--- config.mk ---
export PLATFORM = sky130hd
export DESIGN_NAME = cirx_core
export DESIGN_NICKNAME = d
export VERILOG_FILES = /design/src/hdl/cirx_pkg.sv /design/src/hdl/cirx_core.sv
export SDC_FILE = /design/constraint.sdc
export NUM_CORES = 1
export LEC_CHECK = 0
export BUFFER_PORTS_ARGS = -buffer_cell sky130_fd_sc_hd__buf_4
export CAP_MARGIN = 5
export CORE_MARGIN = 2
export CORE_UTILIZATION = 31
export DETAILED_ROUTE_END_ITERATION = 8
export GPL_ROUTABILITY_DRIVEN = 0
export PLACE_DENSITY = 0.44
export SETUP_SLACK_MARGIN = 0.05
export SLEW_MARGIN = 20
export SYNTH_ARGS = -nofsm -noshare
export SYNTH_HDL_FRONTEND = slang
export SYNTH_SLANG_ARGS = --single-unit
export TNS_END_PERCENT = 1
--- constraint.sdc ---
create_clock -name hclk -period 4.6 [get_ports hclk]
set_input_delay 0.92 -clock hclk [delete_from_list [all_inputs] [get_ports hclk]]
set_output_delay 0.92 -clock hclk [all_outputs]
set_load 0.01 [all_outputs]
--- src/hdl/cirx_pkg.sv ---
// Package for the indirect-store and return instruction executor
package cirx_pkg;

  // ****************************************************************
  // Register map (byte addresses on the AHB-Lite slave)
  // ****************************************************************
  localparam logic [7:0] CIRX_CMD_OFS       = 8'h00;
  localparam logic [7:0] CIRX_ACC_OFS       = 8'h04;
  localparam logic [7:0] CIRX_PTR0_OFS      = 8'h08;
  localparam logic [7:0] CIRX_PTR1_OFS      = 8'h0C;
  localparam logic [7:0] CIRX_PC_OFS        = 8'h10;
  localparam logic [7:0] CIRX_STACK_TOP_OFS = 8'h14;
  localparam logic [7:0] CIRX_OPTION_OFS    = 8'h18;
  localparam logic [7:0] CIRX_INT_CTRL_OFS  = 8'h1C;
  localparam logic [7:0] CIRX_PWR_CTRL_OFS  = 8'h20;
  localparam logic [7:0] CIRX_STATUS_OFS    = 8'h24;

  // ****************************************************************
  // Command word fields: [3:0] opcode, [4] pointer select,
  // [6:5] addressing mode code, [13:8] signed offset
  // ****************************************************************
  localparam int CIRX_OP_LSB   = 0;
  localparam int CIRX_PSEL_BIT = 4;
  localparam int CIRX_MODE_LSB = 5;
  localparam int CIRX_OFS_LSB  = 8;

  localparam logic [3:0] CIRX_OP_NOP      = 4'h0;
  localparam logic [3:0] CIRX_OP_STORE    = 4'h1;
  localparam logic [3:0] CIRX_OP_STORE_K  = 4'h2;
  localparam logic [3:0] CIRX_OP_OPTION   = 4'h3;
  localparam logic [3:0] CIRX_OP_RESET    = 4'h4;
  localparam logic [3:0] CIRX_OP_RETFROMI = 4'h5;
  localparam logic [3:0] CIRX_OP_RETURN   = 4'h6;

  localparam logic [1:0] CIRX_MODE_PREINC  = 2'h0;
  localparam logic [1:0] CIRX_MODE_PREDEC  = 2'h1;
  localparam logic [1:0] CIRX_MODE_POSTINC = 2'h2;
  localparam logic [1:0] CIRX_MODE_POSTDEC = 2'h3;

  localparam int CIRX_GLOBAL_IE_BIT = 7;

  // ****************************************************************
  // Reset values
  // ****************************************************************
  localparam logic [7:0]  CIRX_OPTION_RST   = 8'hFF;
  localparam logic [7:0]  CIRX_INT_CTRL_RST = 8'h00;
  localparam logic [15:0] CIRX_PC_RST       = 16'h0000;
  localparam logic        CIRX_RIFLAG_RST   = 1'b1;
  localparam int          CIRX_RET_CYCLES   = 2;

  typedef enum logic [1:0] {
    CIRX_IDLE = 2'b00,
    CIRX_RET2 = 2'b01
  } cirx_state_e;

endpackage

--- src/hdl/cirx_core.sv ---
// Executor for indirect store, option load, reset and return instructions
//
// Local design decisions: the AHB-Lite interface to the registers and the placing of the registers.
`timescale 1ns/1ps

module cirx_core
  import cirx_pkg::*;
(
  // Clock, reset and enable
  input  wire logic        hclk,
  input  wire logic        hresetn,
  input  wire logic        clk_en,
  // AHB-Lite slave
  input  wire logic        hsel,
  input  wire logic [31:0] haddr,
  input  wire logic [1:0]  htrans,
  input  wire logic        hwrite,
  input  wire logic [2:0]  hsize,
  input  wire logic        hready,
  input  wire logic [31:0] hwdata,
  output logic      [31:0] hrdata,
  output logic             hreadyout,
  output logic             hresp,
  // Data memory write port
  output logic             mem_we,
  output logic      [15:0] mem_addr,
  output logic      [7:0]  mem_wdata,
  // Device reset request and stack pop
  output logic             soft_reset,
  output logic             stack_pop
);

  typedef struct packed {
    cirx_state_e st;
    logic [7:0]  wr_addr;
    logic        wr_pend;
    logic [7:0]  acc;
    logic [15:0] ptr0;
    logic [15:0] ptr1;
    logic [15:0] pc;
    logic [15:0] stack_top;
    logic [7:0]  option;
    logic [7:0]  int_ctrl;
    logic        ri_flag;
    logic [7:0]  status;
    logic [31:0] rdata;
    logic        we;
    logic [15:0] maddr;
    logic [7:0]  wdata;
    logic        srst;
    logic        pop;
  } cirx_regs_s;

  cirx_regs_s q_reg;
  cirx_regs_s q_next;

  // Pin reset image; the software reset reuses it, but clears the reset source flag
  localparam cirx_regs_s CIRX_REGS_RST = '{
    st:       CIRX_IDLE,
    option:   CIRX_OPTION_RST,
    int_ctrl: CIRX_INT_CTRL_RST,
    pc:       CIRX_PC_RST,
    ri_flag:  CIRX_RIFLAG_RST,
    default:  '0
  };

  // Sign-extend a 6-bit offset to pointer width
  function automatic logic [15:0] cirx_sext(input logic [5:0] k);
    return {{10{k[5]}}, k};
  endfunction

  // ****************************************************************
  // Next-state logic
  // ****************************************************************
  always_comb begin
    logic [3:0]  op;
    logic [1:0]  md;
    logic        psel;
    logic [15:0] ptr;
    logic [15:0] upd;
    op = hwdata[CIRX_OP_LSB +: 4];
    md = hwdata[CIRX_MODE_LSB +: 2];
    psel = hwdata[CIRX_PSEL_BIT];
    ptr = psel ? q_reg.ptr1 : q_reg.ptr0;
    // 16-bit add/sub wraps at both ends of the range
    upd = md[0] ? ptr - 16'h0001 : ptr + 16'h0001;
    q_next = q_reg;
    q_next.we = 1'b0;
    q_next.srst = 1'b0;
    q_next.pop = 1'b0;
    // Second cycle of a return completes the jump
    if (q_reg.st == CIRX_RET2) begin
      q_next.st = CIRX_IDLE;
      q_next.pc = q_reg.stack_top;
    end
    if (q_reg.wr_pend) begin
      q_next.wr_pend = 1'b0;
      unique case (q_reg.wr_addr)
        CIRX_ACC_OFS:       q_next.acc = hwdata[7:0];
        CIRX_PTR0_OFS:      q_next.ptr0 = hwdata[15:0];
        CIRX_PTR1_OFS:      q_next.ptr1 = hwdata[15:0];
        CIRX_PC_OFS:        q_next.pc = hwdata[15:0];
        CIRX_STACK_TOP_OFS: q_next.stack_top = hwdata[15:0];
        CIRX_INT_CTRL_OFS:  q_next.int_ctrl = hwdata[7:0];
        CIRX_PWR_CTRL_OFS:  q_next.ri_flag = hwdata[0];
        CIRX_STATUS_OFS:    q_next.status = hwdata[7:0];
        CIRX_CMD_OFS: begin
          q_next.pc = q_reg.pc + 16'h0001;
          unique case (op)
            CIRX_OP_STORE: begin
              q_next.we = 1'b1;
              q_next.maddr = md[1] ? ptr : upd;
              q_next.wdata = q_reg.acc;
              // Status left alone on pointer update
              if (psel) q_next.ptr1 = upd;
              else q_next.ptr0 = upd;
            end
            CIRX_OP_STORE_K: begin
              q_next.we = 1'b1;
              q_next.maddr = ptr +
                cirx_sext(hwdata[CIRX_OFS_LSB +: 6]);
              q_next.wdata = q_reg.acc;
            end
            CIRX_OP_OPTION: q_next.option = q_reg.acc;
            CIRX_OP_RESET: begin
              // Whole local state as after the pin reset, but the
              // source flag reads low so software can tell them apart
              q_next = CIRX_REGS_RST;
              q_next.ri_flag = 1'b0;
              q_next.srst = 1'b1;
            end
            CIRX_OP_RETFROMI: begin
              q_next.int_ctrl[CIRX_GLOBAL_IE_BIT] = 1'b1;
              q_next.pop = 1'b1;
              q_next.st = CIRX_RET2;
            end
            CIRX_OP_RETURN: begin
              q_next.pop = 1'b1;
              q_next.st = CIRX_RET2;
            end
            default: ;
          endcase
        end
        default: ;
      endcase
    end
    if (hsel && hready && htrans[1]) begin
      q_next.wr_addr = haddr[7:0];
      q_next.wr_pend = hwrite;
      if (!hwrite) begin
        unique case (haddr[7:0])
          CIRX_ACC_OFS:       q_next.rdata = {24'h000000, q_reg.acc};
          CIRX_PTR0_OFS:      q_next.rdata = {16'h0000, q_reg.ptr0};
          CIRX_PTR1_OFS:      q_next.rdata = {16'h0000, q_reg.ptr1};
          CIRX_PC_OFS:        q_next.rdata = {16'h0000, q_reg.pc};
          CIRX_STACK_TOP_OFS: q_next.rdata = {16'h0000, q_reg.stack_top};
          CIRX_OPTION_OFS:    q_next.rdata = {24'h000000, q_reg.option};
          CIRX_INT_CTRL_OFS:  q_next.rdata = {24'h000000, q_reg.int_ctrl};
          CIRX_PWR_CTRL_OFS:  q_next.rdata = {31'h0, q_reg.ri_flag};
          CIRX_STATUS_OFS:    q_next.rdata = {24'h000000, q_reg.status};
          CIRX_CMD_OFS:       q_next.rdata = {31'h0,
                                              q_reg.st == CIRX_RET2};
          default:            q_next.rdata = 32'h00000000;
        endcase
      end
    end
  end

  always_ff @(posedge hclk or negedge hresetn) begin
    if (!hresetn) begin
      q_reg <= CIRX_REGS_RST;
    end else if (clk_en) begin
      q_reg <= q_next;
    end
  end

  // ****************************************************************
  // Outputs
  // ****************************************************************
  assign hrdata = q_reg.rdata;
  assign hreadyout = 1'b1;
  assign hresp = 1'b0;
  assign mem_we = q_reg.we;
  assign mem_addr = q_reg.maddr;
  assign mem_wdata = q_reg.wdata;
  assign soft_reset = q_reg.srst;
  assign stack_pop = q_reg.pop;

  // ****************************************************************
  // Assertions
  // ****************************************************************
  a_ret_two_cycle: assert property (
    @(posedge hclk) disable iff (!hresetn)
    (clk_en && q_reg.pop) |-> (q_reg.st == CIRX_RET2))
    else $error("return did not enter second cycle");
  a_ret_int_enable: assert property (
    @(posedge hclk) disable iff (!hresetn)
    (clk_en && q_reg.wr_pend && q_reg.wr_addr == CIRX_CMD_OFS
      && hwdata[CIRX_OP_LSB +: 4] == CIRX_OP_RETFROMI)
      |=> (q_reg.int_ctrl[CIRX_GLOBAL_IE_BIT] && q_reg.pop))
    else $error("interrupt return left the enable clear");
  a_ret_pc_load: assert property (
    @(posedge hclk) disable iff (!hresetn)
    (clk_en && q_reg.st == CIRX_RET2 && !q_reg.wr_pend)
      |=> q_reg.pc == $past(q_reg.stack_top))
    else $error("pc not loaded from top of stack");
  a_reset_flag: assert property (
    @(posedge hclk) disable iff (!hresetn)
    q_reg.srst |-> !q_reg.ri_flag)
    else $error("reset flag not cleared");
  a_reset_option: assert property (
    @(posedge hclk) disable iff (!hresetn)
    q_reg.srst |-> q_reg.option == CIRX_OPTION_RST)
    else $error("option not reset");
  a_store_data: assert property (
    @(posedge hclk) disable iff (!hresetn)
    q_reg.we |-> q_reg.wdata == q_reg.acc)
    else $error("store data not accumulator");
  a_status_keep: assert property (
    @(posedge hclk) disable iff (!hresetn)
    (clk_en && q_reg.wr_pend && q_reg.wr_addr != CIRX_STATUS_OFS
      && !(q_reg.wr_addr == CIRX_CMD_OFS
        && hwdata[CIRX_OP_LSB +: 4] == CIRX_OP_RESET))
      |=> $stable(q_reg.status))
    else $error("status changed");
  a_store_wrap: assert property (
    @(posedge hclk) disable iff (!hresetn)
    (q_reg.we && q_reg.ptr0 == 16'h0000 && $past(q_reg.ptr0) == 16'hFFFF
      && $past(clk_en)) |-> q_reg.maddr inside {16'h0000, 16'hFFFF})
    else $error("pointer did not wrap");
  a_option_load: assert property (
    @(posedge hclk) disable iff (!hresetn)
    (clk_en && q_reg.wr_pend && q_reg.wr_addr == CIRX_CMD_OFS
      && hwdata[CIRX_OP_LSB +: 4] == CIRX_OP_OPTION)
      |=> q_reg.option == $past(q_reg.acc))
    else $error("option not loaded from accumulator");

endmodule

==> impl_metrics.ini, run 1 <==
[synth]
synth.net_count = 1241
syn_avg_cell_area_um2 = 9.19
yosysUniqueCellTypes = 80
ys.flop_type = dfrtp_1
ys_seq_area_share_pct = 40.2
synth_seq_cells = 167
synthesis.area_um2 = 10400
yosysWarnings = 0
synth_edf_count = 0
synth-async-reset-ratio_pct = 100
netlist_instances = 1134

[worst_setup_path]
reg2reg_from = q_reg[117]$_DFFE_PN0P_
slowest_delay_ps = 670
worst-path-max-fanout = 16
cp-end-kind = register
crit_family = compound AO/OA/AOI/OAI gates
worstSetupPathType = input port to register
r2r-end = mem_addr[13]$_DFFE_PN0P_
r2r_cells = 9
r2r_setup_slack_ps = 1480
arrival_ps = 3900
cp-start-kind = input port
worst_path_most_repeated_cell = a21oi_1
crit_chain = buf_4 -> mux2_2 -> ha_1 -> a211oi_1 -> o21bai_1 -> a2111oi_0 -> o31ai_1 -> a21oi_1 -> mux2i_1 -> a21oi_1
cpMaxStageDelayCell = a2111oi_0
cp.buffers_inverters = 1
worstPathRequired_ps = 4930

[final_layout]
drive_gt1_share_pct = 19.3
fin_cells = 1601
area_growth_syn_to_layout_pct = 12.4
nets = 1247
largest_reg_flops = 108
final_util_pct = 35.2
antenna_cells = 0
num-fill-cells = 3460

[cts]
cts_inserted_buffers = 17
tritoncts = built
cts_num_sinks = 167
post_cts.repair.setup_buffers = 0
cts_buffer_depth = 2
ctsHtreeMaxLevel = 4
clock_latency_ps = 450
ctsResizeCount = 0
clkSlewWorstSetupHoldPaths_ps = 80
cts-root-buf = clkbuf_16
postCtsHoldBufs = 0

[grt]
globalRouteTotalUtil_pct = 19.7
overflow = 0
antenna_found_initial = 1
grt_pass1_vias = 8356
grt_pass1_wl_um = 52800
grt_max_degree = 70

[floorplan]
start_util_pct = 31.3
rows = 67
io_pins = 136
coreArea_um2 = 33300
dieArea_um2 = 35100
fp.dieH_um = 187
die_w_um = 187

[timing]
fin_crit_sh_pct = 77.5
timing.final.hold_violations = 0
slew_viol_final = 0
rsz0062_at_grt = no
setup_viol = 0
fin_skew_ps = 20.1
slew_headroom_pct = 45.4
setup-tns-final_ps = 0
layout_setup_ws_ps = 1030
period_minus_slack_ps = 3570
fmax_mhz = 280
tightest_slew_ps = 816

[pwr]
leakage_nw = 5.45
switching_power_w = 0.00131
ir_drop_v = 0.000245
power.density_nw_per_um2 = 338
p_total_w = 0.00395
p_seq_share_pct = 43.2
comb_power_share_pct = 18.6
swShare_pct = 33.1
p_clk_share_pct = 38.2
internal-power_w = 0.00264

[hold_path]
hp-start = mem_we$_DFFE_PN0P_
min_path_cells = 1
hold_end = mem_we$_DFFE_PN0P_
hold_path.class = register to register

[job]
maxCapViolations = 0

[routing]
drt_iter0_drc = 569
routed-via-count = 8498
drtAntennaViolNets = 0
dr.pass1.iters = 5
vias_per_cell = 5.31
drt-total-wl_um = 34100
drt-wirelength-per-cell_um = 21.3
drc = 0

[placed_design]
io_buffers = 89
place_ws_ps = 633
dp_hpwl_um = 24500
place_inst = 1569

[run_status]
outcome = completed
[logic make-up after synthesis]
kind of cell	after synthesis	synth area share (%)
DFF	167	40.2
xor gates and xnor gates	39	3.28
and+or+nand+nor	367	16.8
other	2	0.0721
AOI/OAI and AO/OA	320	20.0
buffers and inverters	131	7.15
adders and majority gates	32	3.99
muxes	76	8.41
[power groups by stage]
stage	logic, W	clock network, W	registers [W]
2_1_floorplan	0.000524	0	0.00167
3_3_place_gp	0.000733	0	0.00173
3_5_place_dp	0.000736	0	0.00173
4_1_cts	0.000741	0.00155	0.00170
5_1_grt	0.000819	0.00161	0.00172
6_report	0.000737	0.00151	0.00171
[synth_stat cells (all sizes together), types with 9 or more instances]
library cell | count | area share [%]
a21boi | 13 | 0.97
a21o | 14 | 1.0
a21oi | 73 | 3.5
a221oi | 11 | 0.92
a22o | 24 | 2.0
a31oi | 10 | 0.60
and2 | 28 | 1.7
and3 | 11 | 0.66
buf | 80 | 5.3
clkbuf | 39 | 1.4
dfrtp | 158 | 38
dfstp | 9 | 2.3
ha | 30 | 3.6
inv | 12 | 0.43
mux2 | 49 | 5.3
mux2i | 24 | 2.4
nand2 | 124 | 4.5
nand3 | 20 | 1.0
nand4 | 10 | 0.60
nor2 | 109 | 4.0
nor3 | 21 | 1.0
o21ai | 95 | 4.6
o22ai | 10 | 0.60
xnor2 | 23 | 1.9
xor2 | 16 | 1.3
[cell usage in the layout (no fill, tap or decap), types with 17 or more instances in the layout]
master,instances
ha_1,30
buf_4,104
a21oi_1,73
xnor2_1,23
clkbuf_16,17
nand3_1,19
dfrtp_1,158
mux2i_1,23
mux2_2,47
and2_1,28
o21ai_0,86
nor2_1,106
nand2_1,123
a22o_1,24
nor3_1,19
[per-stage QoR]
| stage | hold WS, ps | instance area (µm²) |
|---|---|---|
| 2_1_floorplan | 451 | 10400 |
| 5_1_grt | 499 | 11700 |
| 4_1_cts | 490 | 11700 |
| 3_5_place_dp | 472 | 11100 |
| 3_3_place_gp | 464 | 11100 |
| 6_report | 485 | 11700 |
[worst max-delay path by stage]
stage | start | endpoint | slack, ps | cells after the start
5_1_grt | hwdata[4] | mem_addr[13]$_DFFE_PN0P_ | 810 | 10
2_1_floorplan | hwdata[4] | mem_addr[15]$_DFFE_PN0P_ | 810 | 12
6_report | hwdata[4] | mem_addr[13]$_DFFE_PN0P_ | 1030 | 10
3_3_place_gp | hwdata[4] | mem_addr[13]$_DFFE_PN0P_ | 640 | 10
3_5_place_dp | hwdata[4] | mem_addr[13]$_DFFE_PN0P_ | 630 | 10
4_1_cts | hwdata[4] | mem_addr[13]$_DFFE_PN0P_ | 1100 | 11
[metal layers]
metal	part of all wire (%)	GRT usage [%]	vias up
li1	-	-	4071
met1	48	27.0	4256
met2	49	33.3	160
met3	3.0	2.59	11
met4	0.72	3.66	0
met5	0	0	-
[final cells by class]
| class | count | area (µm²) | share of cell area, % |
|---|---|---|---|
| multi-input combinational | 836 | 5500 | 47.0 |
| sequential | 167 | 4190 | 35.8 |
| timing repair buffer | 106 | 812 | 6.94 |
| tap | 448 | 561 | 4.79 |
| clock buffer | 17 | 425 | 3.63 |
| clock inverter | 15 | 170 | 1.45 |
| inverter | 12 | 45.0 | 0.385 |
[worst reg2reg max path, cell delays in order (launching register included)]
cell and delay [ps]:
dfrtp_1 420, mux2_2 340, ha_1 310, a211oi_1 390, o21bai_1 150, a2111oi_0 670, o31ai_1 240, a21oi_1 200
mux2i_1 210, a21oi_1 90
Power figures use the tool's default switching activity.
==> run 2, diff against run 1 <==
Settings changed: PLACE_DENSITY 0.44 to 0.46.
Clock period 4.6 ns to 2.87 ns, I/O delays scaled along.
==> impl_metrics.ini, run 2 (same netlist as run 1, synthesis figures left out) <==
[cts]
postCtsHoldBufs = 0
clock_latency_ps = 460
post_cts.repair.setup_buffers = 0
cts-root-buf = clkbuf_16
clkSlewWorstSetupHoldPaths_ps = 80
ctsHtreeMaxLevel = 4
tritoncts = built
cts_buffer_depth = 2
cts_num_sinks = 167
cts_inserted_buffers = 17
ctsResizeCount = 0

[worst_setup_path]
cp.buffers_inverters = 1
cp-end-kind = register
path_depth = 10
reg2reg_from = q_reg[118]$_DFFE_PN0P_
crit_family = compound AO/OA/AOI/OAI gates
r2r-end = q_reg[129]$_DFFE_PN0P_
arrival_ps = 3040
worst-path-max-fanout = 4
cpMaxStageDelayCell = dfrtp_1
worstSetupPathType = register to register
worstPathRequired_ps = 3200
r2r_setup_slack_ps = 160
crit_path_end = q_reg[129]$_DFFE_PN0P_
slowest_delay_ps = 410
worst_path_most_repeated_cell = mux2_2
r2r_cells = 10
critical_path.startpoint = q_reg[118]$_DFFE_PN0P_
crit_chain = mux2_2 -> ha_4 -> buf_4 -> nand3_1 -> o221ai_2 -> o2111ai_2 -> a21boi_1 -> or3_1 -> a32o_1 -> mux2_2
cp-start-kind = register

[routing]
drc = 0
dr.pass1.iters = 5
drt-wirelength-per-cell_um = 19.9
drt-total-wl_um = 34700
drtAntennaViolNets = 0
drt_iter0_drc = 672
vias_per_cell = 5.15
routed-via-count = 8985

[grt]
overflow = 0
grtUsageMet3_pct = 3.06
grt_max_degree = 75
antenna_found_initial = 0
grt_pass1_wl_um = 53700
grt.met1_usage_pct = 29.1
grtUsageMet2_pct = 31.4
busiest_layer = met2
globalRouteTotalUtil_pct = 20.0
grt_pass1_vias = 8727

[pwr]
internal-power_w = 0.00453
comb_power_share_pct = 22.9
switching_power_w = 0.00218
power.density_nw_per_um2 = 518
swShare_pct = 32.5
p_total_w = 0.00672
p_seq_share_pct = 40.6
leakage_nw = 6.18
p_clk_share_pct = 36.5
ir_drop_v = 0.000480

[final_layout]
drive_gt1_share_pct = 29.4
fin_cells = 1744
final_util_pct = 38.9
num-fill-cells = 3404
nets = 1390
area_growth_syn_to_layout_pct = 24.3
final_common_cell = buf_4
largest_reg_flops = 108
multi_input_comb_area_um2 = 5600
antenna_cells = 0
layout_common_cells = buf_4 (242), dfrtp_1 (155), nand2_1 (123), nor2_1 (106), o21ai_0 (83)
seqCellArea_um2 = 4190

[floorplan]
coreArea_um2 = 33300
dieArea_um2 = 35100
start_util_pct = 31.3
rows = 67
fp.dieH_um = 187
die_w_um = 187
io_pins = 136

[timing]
timing.final.hold_violations = 0
layout_setup_ws_ps = 160
fmax_mhz = 369
tightest_slew_ps = 838
fin_skew_ps = 18.5
whs_ps = 146
period_minus_slack_ps = 2710
fin_crit_sh_pct = 94.4
slew_viol_final = 0
setup_viol = 0
rsz0062_at_grt = no
slew_headroom_pct = 44.0

[job]
maxCapViolations = 0

[run_status]
outcome = completed

[placed_design]
dp_hpwl_um = 26500
place_inst = 1712
io_buffers = 89
place_ws_ps = -345

[hold_path]
hold_path.class = input port to asynchronous set/reset pin
## run 2: power by group through the flow
stage / sequential (W) / combinational, W / clock (W)
6_report: 0.00273 / 0.00154 / 0.00245
5_1_grt: 0.00275 / 0.00169 / 0.00260
4_1_cts: 0.00272 / 0.00153 / 0.00252
3_5_place_dp: 0.00276 / 0.00152 / 0
3_3_place_gp: 0.00276 / 0.00151 / 0
2_1_floorplan: 0.00268 / 0.000871 / 0
## run 2: worst min path at each step
stage                                           to  slack, ps                   start  depth (start not counted)
after floorplan              hrdata[0]$_DFFE_PN0P_        280                 hresetn                          0
after global placement      hrdata[28]$_DFFE_PN0P_        470  hrdata[28]$_DFFE_PN0P_                          1
after detailed placement    hrdata[28]$_DFFE_PN0P_        470  hrdata[28]$_DFFE_PN0P_                          1
after CTS                 mem_wdata[7]$_DFFE_PN0P_        180                 hresetn                          1
after global routing      mem_wdata[7]$_DFFE_PN0P_        190                 hresetn                          1
final                     mem_wdata[7]$_DFFE_PN0P_        150                 hresetn                          1
## run 2: layer usage
metal | vias up | wire, µm
met5 | - | 0
met4 | 0 | 381
met3 | 19 | 1380
met2 | 200 | 15800
met1 | 4405 | 17200
li1 | 4361 | -
## run 2: worst reg2reg max path: cells and delay by family, from the launching register on
| kind | cells | cell delay, ps |
|---|---|---|
| AO/OA/AOI/OAI | 4 | 800 |
| adder cells (fa/ha/maj) | 1 | 250 |
| buffers and inverters | 1 | 130 |
| flip-flops | 1 | 410 |
| multiplexers | 2 | 590 |
| AND/OR/NAND/NOR | 2 | 400 |
## run 2: cell type report
type                    count  share of cell area, %
multi-input cells         836                   43.2
flip-flops and latches    167                   32.4
repair buffers            249                   15.0
well taps                 448                   4.33
clock buffers              18                   3.39
clock inverters            14                   1.36
inverters                  12                  0.348
## run 2: metrics by stage
stage,instance area (µm²),setup TNS (ps)
3_5_place_dp,12300,-7620
6_report,13000,0
3_3_place_gp,12300,-7180
5_1_grt,13000,0
4_1_cts,12900,0
2_1_floorplan,10500,-247
==> run 3, diff against run 2 <==
Settings changed: CORE_UTILIZATION 31 to 53, PLACE_DENSITY 0.46 to 0.73.
==> impl_metrics.ini, run 3 (same netlist as run 1, synthesis figures left out) <==
[pwr]
power.density_nw_per_um2 = 542
p_total_w = 0.00678
ir_drop_v = 0.000373
leakage_nw = 6.05

[grt]
grt_pass1_wl_um = 48800
globalRouteTotalUtil_pct = 30.6
grt_max_degree = 58
grt_pass1_vias = 8924
overflow = 0
antenna_found_initial = 0

[timing]
fin_skew_ps = 8.87
rsz0062_at_grt = yes
timing.final.hold_violations = 0
setup_viol = 0
slew_viol_final = 0
fin_crit_sh_pct = 94.7
tightest_slew_ps = 784
fmax_mhz = 368
slew_headroom_pct = 47.6
period_minus_slack_ps = 2720

[worst_setup_path]
crit_chain = buf_8 -> mux2_2 -> ha_1 -> o21ai_1 -> o21a_1 -> o21ai_0 -> a21oi_1 -> xnor2_1 -> nor2_1 -> o32a_1
cpMaxStageDelayCell = mux2_2
cp-start-kind = input port
r2r_setup_slack_ps = 150
r2r-end = mem_addr[15]$_DFFE_PN0P_
reg2reg_from = q_reg[134]$_DFFE_PN0P_
r2r_cells = 9
worstSetupPathType = input port to register
worst-path-max-fanout = 17
arrival_ps = 3040
worstPathRequired_ps = 3190
critical_path.startpoint = hwdata[4]
cp-end-kind = register
slowest_delay_ps = 420
cp.buffers_inverters = 1
crit_family = compound AO/OA/AOI/OAI gates

[final_layout]
multi_input_comb_area_um2 = 5620
num-fill-cells = 1607
largest_reg_flops = 108
nets = 1353
final_util_pct = 64.5
antenna_cells = 0
drive_gt1_share_pct = 27.1
layout_common_cells = buf_4 (205), dfrtp_1 (158), nand2_1 (123), nor2_1 (106), o21ai_0 (84)
seqCellArea_um2 = 4190
area_growth_syn_to_layout_pct = 20.2
final_common_cell = buf_4

[cts]
ctsHtreeMaxLevel = 4
postCtsHoldBufs = 0
tritoncts = built
clock_latency_ps = 440
cts_num_sinks = 167
cts_buffer_depth = 2
cts_inserted_buffers = 17
clkSlewWorstSetupHoldPaths_ps = 70
cts-root-buf = clkbuf_16

[floorplan]
io_pins = 136
coreArea_um2 = 19400
die_w_um = 144
rows = 51
fp.dieH_um = 144
start_util_pct = 53.7
dieArea_um2 = 20800

[routing]
drt_iter0_drc = 1096
drt-total-wl_um = 31000
drtAntennaViolNets = 0
top_layer = met4
wl_met3_um = 2740
wl_met2_um = 14300
vias_per_cell = 6.16
routed-via-count = 9387
drt-wirelength-per-cell_um = 20.3
wl_met1_um = 12900
dr.pass1.iters = 7
drc = 0

[hold_path]
hold_path.class = input port to asynchronous set/reset pin

[job]
maxCapViolations = 0

[placed_design]
io_buffers = 89
dp_hpwl_um = 22700

[run_status]
outcome = completed
run 3: cell types whose count changed in the layout (fill, tap and decap cells not counted), sizes merged:
cell      before  now
clkbuf        18   17
inv           20   17
clkinv         5    4
clkinvlp       0    1
bufinv         1    5
buf          249  212
run 3: cell type report:
type / instances / share of cell area, %
Inverter: 12 / 0.360
Multi-Input combinational cell: 836 / 44.9
Clock buffer: 17 / 3.40
Clock inverter: 15 / 1.92
Timing Repair Buffer: 212 / 13.3
Tap cell: 265 / 2.65
Sequential cell: 167 / 33.5
run 3: where the power goes:
group / total [W] / switching, W / internal (W)
clock: 0.00260 / 0.00103 / 0.00157
combinational: 0.00147 / 0.000798 / 0.000673
sequential: 0.00272 / 0.000200 / 0.00252
total: 0.00678 / 0.00203 / 0.00476
run 3: through the flow:
step           setup TNS (ps)  cell area [µm²]  hold WS [ps]  instances  setup slack (ps)
6_report                    0            12500          26.3       1524               153
5_1_grt                     0            12500          37.8       1524              39.4
4_1_cts                     0            12500          34.3       1524              65.9
3_5_place_dp            -7980            11800           472       1492              -377
3_3_place_gp            -6640            11800           466       1492              -320
2_1_floorplan            -247            10500           278       1134             -57.3
run 3: timing repair:
| action | 4_1_cts | 5_1_grt |
|---|---|---|
| resized for setup | 0 | 10 |
| hold endpoints to repair | 0 | 0 |
| buffers inserted | 0 | 0 |
| endpoints found under the setup margin | 0 | 24 |
run 3: worst register-to-register path, stage by stage, from the launching register on:
cell and delay [ps]:
dfrtp_1 410, mux2_2 330, ha_1 400, o21ai_1 140
o21a_1 210, o21ai_0 320, a21oi_1 180, xnor2_1 190
nor2_1 60, o32a_1 360
run 3: worst max-delay path by stage:
stage / to / slack (ps) / depth (start not counted)
6_report: mem_addr[15]$_DFFE_PN0P_ / 150 / 10
5_1_grt: q_reg[142]$_DFFE_PN0P_ / 40 / 10
4_1_cts: q_reg[142]$_DFFE_PN0P_ / 70 / 11
3_5_place_dp: q_reg[129]$_DFFE_PN0P_ / -380 / 10
3_3_place_gp: q_reg[129]$_DFFE_PN0P_ / -320 / 10
2_1_floorplan: q_reg[129]$_DFFE_PN0P_ / -60 / 11
run 3: routing by layer:
| layer | GRT usage, % | up-vias |
|---|---|---|
| met1 | 41.5 | 4541 |
| met4 | 11.2 | 0 |
| li1 | - | 4288 |
| met2 | 48.5 | 472 |
| met3 | 6.82 | 86 |
| met5 | 0 | - |
